File: src/dev_ctrl_status_pkg.sv
/*
  Constants and the state type for the per-port device control and status register.
  Assumes a single 125 MHz core clock and a register port with byte addresses.
*/
package dev_ctrl_status_pkg;

  localparam int unsigned ADDR_W = 8;
  localparam logic [ADDR_W-1:0] DEV_CTRL_STAT_OFF = 8'hC8;

  // error classes, shared by enables, detected flags and event inputs
  localparam int unsigned ERR_CORR = 0;
  localparam int unsigned ERR_NONFATAL = 1;
  localparam int unsigned ERR_FATAL = 2;
  localparam int unsigned ERR_UNSUP = 3;
  localparam int unsigned ERR_CLASSES = 4;

  // control half
  localparam int unsigned REPORT_EN_LSB = 0;
  localparam int unsigned RELAXED_ORD_BIT = 4;
  localparam int unsigned MAX_PAYLOAD_LSB = 5;
  localparam int unsigned MAX_PAYLOAD_MSB = 7;
  localparam int unsigned EXT_TAG_BIT = 8;
  localparam int unsigned PHANTOM_BIT = 9;
  localparam int unsigned AUX_PM_EN_BIT = 10;
  localparam int unsigned NO_SNOOP_BIT = 11;
  localparam int unsigned MAX_RD_REQ_LSB = 12;
  localparam int unsigned MAX_RD_REQ_MSB = 14;
  localparam int unsigned CTRL_RSVD_BIT = 15;

  // status half
  localparam int unsigned ERR_DET_LSB = 16;
  localparam int unsigned ERR_DET_MSB = 19;
  localparam int unsigned AUX_DET_BIT = 20;
  localparam int unsigned TRANS_PEND_BIT = 21;
  localparam int unsigned STAT_RSVD_LSB = 22;

  // reset and hardwired values
  localparam logic [3:0] REPORT_EN_RST = 4'h0;
  localparam logic [2:0] MAX_PAYLOAD_RST = 3'h0;
  localparam logic AUX_PM_EN_RST = 1'b0;
  localparam logic [3:0] ERR_DET_RST = 4'h0;
  localparam logic AUX_DET_RST = 1'b1;
  localparam logic [2:0] MAX_RD_REQ_VAL = 3'h0;
  localparam logic TRANS_PEND_VAL = 1'b0;

  // supported payload size codes
  localparam logic [2:0] MPS_SUP_SMALL = 3'h1;
  localparam logic [2:0] MPS_SUP_LARGE = 3'h2;

  typedef struct packed {
    logic [3:0] report_en;
    logic [2:0] max_payload;
    logic aux_pm_en;
    logic [3:0] err_detected;
    logic [1:0] strap_sync;
    logic [1:0] aux_sync;
    logic [3:0] report_pulse;
    logic [31:0] rdata;
  } ctrl_state_s;

  localparam ctrl_state_s STATE_RST = '{
    report_en: REPORT_EN_RST,
    max_payload: MAX_PAYLOAD_RST,
    aux_pm_en: AUX_PM_EN_RST,
    err_detected: ERR_DET_RST,
    strap_sync: 2'h0,
    aux_sync: {AUX_DET_RST, AUX_DET_RST},
    report_pulse: 4'h0,
    rdata: 32'h0
  };

endpackage

File: src/dev_ctrl_status.sv
/*
  Device control and status register of one switch port: reporting enables,
  clamped payload size, sticky aux power enable, write-one-to-clear error flags.
  Assumes error events are one-cycle pulses from logic on clk_i; the strap and
  aux power sense arrive from pins and are synchronised here.
*/
`timescale 1ns/100ps
`default_nettype none

module dev_ctrl_status (
  input wire logic clk_i, // core clock, 125 MHz
  input wire logic sys_rst_i, // async fundamental reset, active high
  input wire logic hot_rst_i, // sync hot reset, keeps sticky bits
  input wire logic [dev_ctrl_status_pkg::ADDR_W-1:0] addr_i, // register byte address
  input wire logic [31:0] wdata_i, // write data
  input wire logic wr_i, // write strobe
  input wire logic rd_i, // read strobe
  output logic [31:0] rdata_o, // read data, cycle after rd_i
  input wire logic [3:0] err_event_i, // one-cycle error detections
  input wire logic large_payload_strap_i, // strap pin, async
  input wire logic mps_override_en_i, // sideband/eeprom override valid
  input wire logic [2:0] mps_override_code_i, // override supported code
  input wire logic aux_power_sense_i, // aux power detect pin, async
  output logic [3:0] report_o, // one-cycle error reports upstream
  output logic [3:0] report_en_o, // current reporting enables
  output logic [2:0] max_payload_o, // programmed payload size code
  output logic [2:0] max_payload_sup_o, // supported payload size code
  output logic aux_pm_en_o // aux power draw enable
);

  dev_ctrl_status_pkg::ctrl_state_s st_q;
  dev_ctrl_status_pkg::ctrl_state_s st_d;
  logic hit;
  logic wr_hit;
  logic rd_hit;
  logic [2:0] sup_code;
  logic [2:0] wr_mps;
  logic [3:0] w1c;
  logic [31:0] read_word;

  assign hit = (addr_i == dev_ctrl_status_pkg::DEV_CTRL_STAT_OFF);
  assign wr_hit = wr_i & hit;
  assign rd_hit = rd_i & hit;

  // strap may be superseded by sideband or eeprom load
  assign sup_code = mps_override_en_i ? mps_override_code_i :
                    (st_q.strap_sync[1] ? dev_ctrl_status_pkg::MPS_SUP_LARGE :
                     dev_ctrl_status_pkg::MPS_SUP_SMALL);

  assign wr_mps = wdata_i[dev_ctrl_status_pkg::MAX_PAYLOAD_MSB:
                          dev_ctrl_status_pkg::MAX_PAYLOAD_LSB];
  assign w1c = wr_hit ? wdata_i[dev_ctrl_status_pkg::ERR_DET_MSB:
                                dev_ctrl_status_pkg::ERR_DET_LSB] : 4'h0;

  // unlisted bits stay zero: hardwired and reserved fields
  always_comb begin
    read_word = 32'h0;
    read_word[dev_ctrl_status_pkg::REPORT_EN_LSB +: 4] = st_q.report_en;
    read_word[dev_ctrl_status_pkg::MAX_PAYLOAD_LSB +: 3] = st_q.max_payload;
    read_word[dev_ctrl_status_pkg::AUX_PM_EN_BIT] = st_q.aux_pm_en;
    read_word[dev_ctrl_status_pkg::MAX_RD_REQ_LSB +: 3] = dev_ctrl_status_pkg::MAX_RD_REQ_VAL;
    read_word[dev_ctrl_status_pkg::ERR_DET_LSB +: 4] = st_q.err_detected;
    read_word[dev_ctrl_status_pkg::AUX_DET_BIT] = st_q.aux_sync[1];
    read_word[dev_ctrl_status_pkg::TRANS_PEND_BIT] = dev_ctrl_status_pkg::TRANS_PEND_VAL;
  end

  always_comb begin
    st_d = st_q;
    st_d.strap_sync = {st_q.strap_sync[0], large_payload_strap_i};
    st_d.aux_sync = {st_q.aux_sync[0], aux_power_sense_i};
    // unmapped reads and idle cycles return zero
    st_d.rdata = rd_hit ? read_word : 32'h0;
    // reports follow enables; detection below ignores them
    st_d.report_pulse = err_event_i & st_q.report_en;
    if (wr_hit) begin
      st_d.report_en = wdata_i[dev_ctrl_status_pkg::REPORT_EN_LSB +: 4];
      st_d.max_payload = (wr_mps > sup_code) ? sup_code : wr_mps;
      st_d.aux_pm_en = wdata_i[dev_ctrl_status_pkg::AUX_PM_EN_BIT];
    end
    // set wins over a same-cycle clear so no event is lost
    st_d.err_detected = (st_q.err_detected & ~w1c) | err_event_i;
    if (hot_rst_i) begin
      // sticky aux enable, synchronisers and read data survive; enables, payload size, flags and reports return to reset
      st_d.report_en = dev_ctrl_status_pkg::REPORT_EN_RST;
      st_d.max_payload = dev_ctrl_status_pkg::MAX_PAYLOAD_RST;
      st_d.err_detected = dev_ctrl_status_pkg::ERR_DET_RST;
      st_d.report_pulse = 4'h0;
    end
  end

  always_ff @(posedge clk_i or posedge sys_rst_i) begin
    if (sys_rst_i) begin
      st_q <= dev_ctrl_status_pkg::STATE_RST;
    end else begin
      st_q <= st_d;
    end
  end

  assign rdata_o = st_q.rdata;
  assign report_o = st_q.report_pulse;
  assign report_en_o = st_q.report_en;
  assign max_payload_o = st_q.max_payload;
  assign max_payload_sup_o = sup_code;
  assign aux_pm_en_o = st_q.aux_pm_en;

  // every error class behaves alike, so one loop checks all four
  for (genvar k = 0; k < dev_ctrl_status_pkg::ERR_CLASSES; k++) begin : g_class

  end
endmodule
`default_nettype wire

File: config.mk
export PLATFORM = sky130hd
export DESIGN_NAME = dev_ctrl_status
export DESIGN_NICKNAME = d
export VERILOG_FILES = /design/src/dev_ctrl_status_pkg.sv /design/src/dev_ctrl_status.sv
export SDC_FILE = /design/constraint.sdc
export NUM_CORES = 1
export LEC_CHECK = 0
export BUFFER_PORTS_ARGS = -buffer_cell sky130_fd_sc_hd__buf_2
export CORE_ASPECT_RATIO = 0.6
export CORE_UTILIZATION = 43
export CTS_CLUSTER_DIAMETER = 120
export DETAILED_ROUTE_END_ITERATION = 16
export PLACE_DENSITY = 0.8
export SLEW_MARGIN = 20
export SYNTH_ARGS = -nofsm -noshare
export SYNTH_HDL_FRONTEND = slang
export SYNTH_SLANG_ARGS = --single-unit
File: constraint.sdc
create_clock -name clk_i -period 2.5 [get_ports clk_i]
set_clock_uncertainty 0.15 [all_clocks]
set_input_delay 0.5 -clock clk_i [delete_from_list [all_inputs] [get_ports clk_i]]
set_output_delay 0.5 -clock clk_i [all_outputs]
set_load 0.1 [all_outputs]
==> flow_summary.toml, run 1 <==
[status]
outcome = "finished, final reports clean"

[grt]
overflow = 0
grt_pass1_vias = 1005
grt_pass1_wl_mm = 4.66
grt_antenna_before_repair = 0
grt_util_all_layers_pct = 15.7
grt_max_degree = 34

[cts]
hold_buffers = 0
cts.sinks = 33
clk_latency_ns = 0.27
cts.repair.resized = 0
cts_setup_buffers = 0
cts_max_path_buffers = 2
cts_buffers = 5
htreeDepth = 2
clkSlewWorstSetupHoldPaths_ns = 0.06
tritoncts = "yes"
cts-root-buf = "clkbuf_8"

[finish]
final_nets = 255
fillers = 351
drive_gt1_share_pct = 40.6
diodes = 0
areaGrowthSynthToFinish_pct = 10.6
final_core_util_pct = 50.1

[pwr]
p_per_area_nw_per_um2 = 638
p_sw_share_pct = 31.9
p_comb_share_pct = 20.8
p_sw_w = 0.000378
power_w = 0.00118
p_seq_share_pct = 46.3
p_leak_nw = 1.06
power.share.clock_pct = 32.9
vdd_drop_max_mv = 0.301
p_int_w = 0.000805

[critical_path]
crit_type = "input port to flop"
crit_end = "max_payload_o[2]"
r2r-start = "st_q[39]"
critPathLaunch = "mps_override_en_i"
critPathArrivalTime_ns = 2.09
r2r_end = "max_payload_o[2]"
cp-end-kind = "flop"
reg2regPathDepth = 7
critPathMaxStageDelay_ns = 0.37
ff2ff_setup_slack_ns = 0.46
cp_cell_sequence = "buf_2 > mux2_2 > inv_1 > ha_1 > and3_1 > a21oi_1 > mux2i_1 > a211oi_2"
crit_path_top_delay_cell = "mux2_2"
critPathLaunchType = "input port"
critPathMaxFanout = 5
required_ns = 2.50

[timing]
setup_violations = 0
worst_slack_ns = 0.402
drv_slew = 0
fin_crit_sh_pct = 83.9
hold_ws_ns = 0.159
period_minus_slack_ns = 2.10
final_hold_viol_count = 0
setup-tns-final_ns = 0
rsz0062_at_grt = "no"
fmax_mhz = 477

[place]
gp_congestion = 0.750
place.port_buffers = 62
pre_cts_ws_ns = 0.142
place_hpwl_mm = 2.08

[floorplan]
rows = 17
core_region_area_um2 = 3700
die_w_um = 82.6
dieArea_um2 = 4160
ios = 102
die_y_um = 50.4
start_util_pct = 45.3

[drt]
viasPerCell = 4.39
vias = 1071
ant_nets = 0
routedWlPerCell_um = 11.4
dr.first_iter.drc_count = 15
dr.pass1.iters = 3
remaining_drc_errors = 0
wl_mm = 2.79

[synth]
seq_area_frac_synth_pct = 49.4
syn_area_per_cell_um2 = 10.8
ys_warn_count = 0
synth_largest_area_cell = "dfrtp_1"
synthDominantCellAreaShare_pct = 46.3
synthCells = 155
synth_seq_cells = 33
syn-cell-area_um2 = 1680
yosysUniqueCellTypes = 27
synth_area_leaders = "dfrtp_1 46%, buf_4 19%, and2_1 5.2%"

[job]
max_cap_violations = 0

[worst_hold_path]
hp-class = "input port to async pin"
## layer usage
layer | track usage, % | up-vias | wire length [µm]
li1 | - | 523 | -
met2 | 23.7 | 46 | 1210
met3 | 6.91 | 2 | 242
met1 | 20.8 | 500 | 1320
met5 | 0 | - | 0
met4 | 3.45 | 0 | 10
## worst min path at each step
stage,to,cells past startpoint
final,rdata_o[10],3
after CTS,rdata_o[18],3
after global placement,st_q[39],0
after detailed placement,read_word[20],0
after global routing,st_d[37],1
after floorplan,st_q[39],0
## cells in the mapped netlist
master    instances
o221ai_1          2
a211oi_2          1
ha_1              3
and2_1           14
clkbuf_1          2
a211o_1           1
nand3_1           1
nor2_1           14
a311oi_1          4
and3_2            1
a21oi_1           4
and4bb_2          1
inv_1             8
a21o_1            1
buf_12            1
buf_6             1
mux2i_1           5
and3_1            2
or2_2             1
nand3b_1          1
mux2_2            2
dfstp_2           2
conb_1            1
buf_4            43
nor4b_4           1
dfrtp_1          31
nand2_1           7
## power by group through the flow
stage	Clock, W	Combinational [W]	Sequential, W
2_1_floorplan	0	0.000218	0.000562
3_3_place_gp	0	0.000244	0.000557
4_1_cts	0.000405	0.000248	0.000547
5_1_grt	0.000438	0.000263	0.000548
6_report	0.000389	0.000246	0.000547
3_5_place_dp	0	0.000247	0.000557
## worst max-delay path: cells and delay by family
kind,cells,cell delay (ns)
buffers and inverters,2,0.19
AND/OR/NAND/NOR,1,0.17
adder cells (fa/ha/maj),1,0.22
multiplexers,2,0.65
AO/OA/AOI/OAI,2,0.36
## placed cells by master, fill, tap and decap left out
| cell type | synthesis | layout |
|---|---|---|
| nor4b_4 | 1 | 1 |
| buf_2 | 0 | 62 |
| or2_2 | 1 | 1 |
| nand2_1 | 7 | 7 |
| conb_1 | 1 | 19 |
| a211o_1 | 1 | 1 |
| clkbuf_8 | 0 | 6 |
| clkbuf_1 | 2 | 1 |
| nand3_1 | 1 | 1 |
| a21oi_1 | 4 | 4 |
| a211oi_2 | 1 | 1 |
| o221ai_1 | 2 | 2 |
| mux2i_1 | 5 | 5 |
| a21o_2 | 0 | 1 |
| nand3b_1 | 1 | 1 |
| inv_1 | 8 | 8 |
| and2_1 | 14 | 14 |
| nor2_1 | 14 | 14 |
| a311oi_1 | 4 | 4 |
| buf_4 | 43 | 2 |
| ha_1 | 3 | 3 |
| mux2_2 | 2 | 2 |
| and3_1 | 2 | 2 |
| and3_2 | 1 | 1 |
| dfrtp_1 | 31 | 31 |
| and4bb_2 | 1 | 1 |
| dfstp_2 | 2 | 2 |
## sequential cells by signal, indices dropped and copies added, names as in the netlist
register	count
report_o	4
max_payload_o	3
report_en_o	4
st_d	2
rdata_o	13
st_q	1
aux_pm_en_o	1
read_word	5
## metrics by stage
step | area, µm² | std cells
2_1_floorplan | 1750 | 173
3_3_place_gp | 1770 | 237
4_1_cts | 1850 | 244
3_5_place_dp | 1770 | 237
6_report | 1850 | 244
5_1_grt | 1850 | 244
## area by class of cell
class / instances / area, µm² / area share [%]
clock buffer: 7 / 86.3 / 4.66
inverter: 8 / 30.0 / 1.62
timing repair buffer: 64 / 325 / 17.5
sequential: 33 / 828 / 44.7
tap: 47 / 58.8 / 3.17
multi-input combinational: 85 / 526 / 28.3
## cells by family (layout without fill, tap and decap cells)
family | count (synthesis) | in the layout | synth area share [%]
buffers and inverters | 55 | 79 | 23.4
and+or+nand+nor | 43 | 43 | 14.4
other | 1 | 19 | 0.224
adders and majority gates | 3 | 3 | 2.24
AOI/OAI and AO/OA | 13 | 13 | 6.04
DFF | 33 | 33 | 49.4
muxes | 7 | 7 | 4.33
No activity file was read; power rests on OpenSTA's default activity.
==> run 2, diff against run 1 <==
--- a/config.mk
+++ b/config.mk
@@ -5,6 +5,7 @@
 export SDC_FILE = /design/constraint.sdc
 export NUM_CORES = 1
 export LEC_CHECK = 0
+export ABC_AREA = 1
 export BUFFER_PORTS_ARGS = -buffer_cell sky130_fd_sc_hd__buf_2
 export CORE_ASPECT_RATIO = 0.6
 export CORE_UTILIZATION = 43
==> constraint.sdc (replaced) <==
create_clock -name clk_i -period 2 [get_ports clk_i]
set_clock_uncertainty 0.15 [all_clocks]
set_input_delay 0.4 -clock clk_i [delete_from_list [all_inputs] [get_ports clk_i]]
set_output_delay 0.4 -clock clk_i [all_outputs]
set_load 0.1 [all_outputs]
==> run 2 against run 1 <==
Against the previous run:
- area after synthesis fell by 0.67%
- the flow now finishes with violations (DRC)
- clock power up 25%
- critical endpoint is now max_payload_sup_o[1]
- via count is 7.3% higher
- largest cell class unchanged
- die area down 0.66%
==> flow_summary.toml, run 2 <==
[status]
outcome = "finished with violations"
violations = "DRC"

[finish]
drive_gt1_share_pct = 34.6
final_common_cell = "buf_2"
largest_reg_flops = 13
instances_no_fill = 278
layout_common_cells = "60 x buf_2, 31 x dfrtp_1, 27 x inv_1"
final_nets = 289
diodes = 0
areaGrowthSynthToFinish_pct = 14.6

[timing]
setup-tns-final_ns = 0
setup_violations = 0
final_hold_viol_count = 0
drv_slew = 0
rsz0062_at_grt = "no"
fin_crit_sh_pct = 88.7
period_minus_slack_ns = 1.77
fmax_mhz = 564

[cts]
clkSlewWorstSetupHoldPaths_ns = 0.06
tritoncts = "yes"
htreeDepth = 2
cts_max_path_buffers = 2
cts.sinks = 33
cts_setup_buffers = 0
clk_latency_ns = 0.27
hold_buffers = 0
cts_buffers = 5
cts-root-buf = "clkbuf_8"
cts.repair.resized = 0

[critical_path]
r2r-start = "st_q[39]"
critPathLaunch = "st_q[39]"
crit_type = "flop to output pin"
reg2regPathDepth = 9
critPathArrivalTime_ns = 1.22
critPathMaxFanout = 2
required_ns = 1.45
critPathLaunchType = "flop"
cp-end-kind = "output pin"

[place]
gp_congestion = 0.724
place.port_buffers = 62
dp_cells = 271
place_hpwl_mm = 2.27

[floorplan]
rows = 17
die_y_um = 50.2
start_util_pct = 45.3
dieArea_um2 = 4130
ios = 102
die_w_um = 82.3
core_region_area_um2 = 3680

[grt]
grt_max_degree = 34
grt_pass1_vias = 1061
grt_antenna_before_repair = 0
grt_pass1_wl_mm = 4.86
overflow = 0
grt_util_all_layers_pct = 16.5

[synth]
synthArstFlopShare_pct = 100
syn_area_per_cell_um2 = 8.95
synthCells = 186
ys_warn_count = 0
synth-edff-count = 0
synth-main-ff-cell = "dfrtp_1"
synth_seq_cells = 33
syn-cell-area_um2 = 1670
yosysMostFrequentCell = "buf_4"
synthDominantCellAreaShare_pct = 46.6
synth_area_leaders = "dfrtp_1 47%, buf_4 19%, inv_1 6.3%"
yosysUniqueCellTypes = 20
ys_top_cells_by_count = "43 x buf_4, 31 x dfrtp_1, 28 x inv_1"
seq_area_frac_synth_pct = 49.7
synth_largest_area_cell = "dfrtp_1"

[pwr]
p_per_area_nw_per_um2 = 786
p_sw_share_pct = 32.3
p_comb_share_pct = 21.9
vdd_drop_max_mv = 0.415
p_int_w = 0.00102
power.share.clock_pct = 32.5
p_sw_w = 0.000485
p_seq_share_pct = 45.6
p_leak_nw = 1.14

[job]
max_cap_violations = 0

[drt]
dr.first_iter.drc_count = 40
wl_mm = 2.94
dr.pass1.iters = 10
vias = 1149
remaining_drc_errors = 2
viasPerCell = 4.13
ant_nets = 0
routedWlPerCell_um = 10.6

[worst_hold_path]
hp-class = "input port to async pin"
[run 2: cell types whose count changed in the layout (fill, tap and decap cells not counted), sizes merged, moves of 3 or more]
cell    delta
a311oi     -4
nand3     +10
and3       -3
inv       +21
and2      -13
nor2       +5
mux2i      -5
nand2     +21
o21ai      +6
nor3       +4
[run 2: path summary, 6_finish.rpt]
check | slack [ns] | end
max | 0.23 | max_payload_sup_o[1]
min | 0.05 | rdata_o[6]
max reg2reg | 0.33 | max_payload_o[0]
min reg2reg | 0.20 | st_q[39]
max in group asynchronous | 1.32 | read_word[20]
min in group clk_i | 0.07 | st_d[37]
[run 2: critical path, stage by stage, from the launching register on]
cell and delay [ns]:
dfrtp_1 0.32, nand2_1 0.05, and2_1 0.16, buf_4 0.14, inv_1 0.09, buf_12 0.18
[run 2: power by group through the flow]
stage | Clock [W] | Sequential (W) | Combinational, W
after global routing | 0.000542 | 0.000685 | 0.000351
after CTS | 0.000513 | 0.000684 | 0.000330
after global placement | 0 | 0.000696 | 0.000325
after detailed placement | 0 | 0.000696 | 0.000329
after floorplan | 0 | 0.000703 | 0.000279
final | 0.000488 | 0.000685 | 0.000328
[run 2: stage by stage]
| stage | setup slack [ns] | total power, W | area [µm²] | util (%) | hold WS (ns) |
|---|---|---|---|---|---|
| after floorplan | 0.0766 | 0.000982 | 1730 | - | 0.181 |
| after global placement | 0.110 | 0.00102 | 1820 | 49.5 | 0.184 |
| after detailed placement | 0.0591 | 0.00103 | 1820 | 49.5 | 0.185 |
| after CTS | 0.210 | 0.00153 | 1910 | 51.9 | 0.0594 |
| after global routing | 0.110 | 0.00158 | 1910 | 51.9 | 0.0524 |
| final | 0.226 | 0.00150 | 1910 | 51.9 | 0.0513 |
[run 2: area by class of cell]
class	count	area, µm²
clock buffer	7	86.3
fill	356	1770
inverter	29	109
multi-input combinational	97	463
sequential	33	828
tap	47	58.8
timing repair buffer	65	363
[run 2: routing by layer]
layer / GRT usage (%) / vias up / routed length [µm]
met1: 22.7 / 508 / 1380
met2: 23.8 / 45 / 1280
li1: - / 591 / -
met3: 6.00 / 5 / 244
met4: 5.26 / 0 / 30
met5: 0 / - / 0
[run 2: cell families after synthesis]
family,count (synthesis),share of synthesized area (%)
DFF,33,49.7
buffers and inverters,74,26.5
and+or+nand+nor,63,17.7
AOI/OAI and AO/OA,12,3.61
adders and majority gates,3,2.25
other,1,0.225
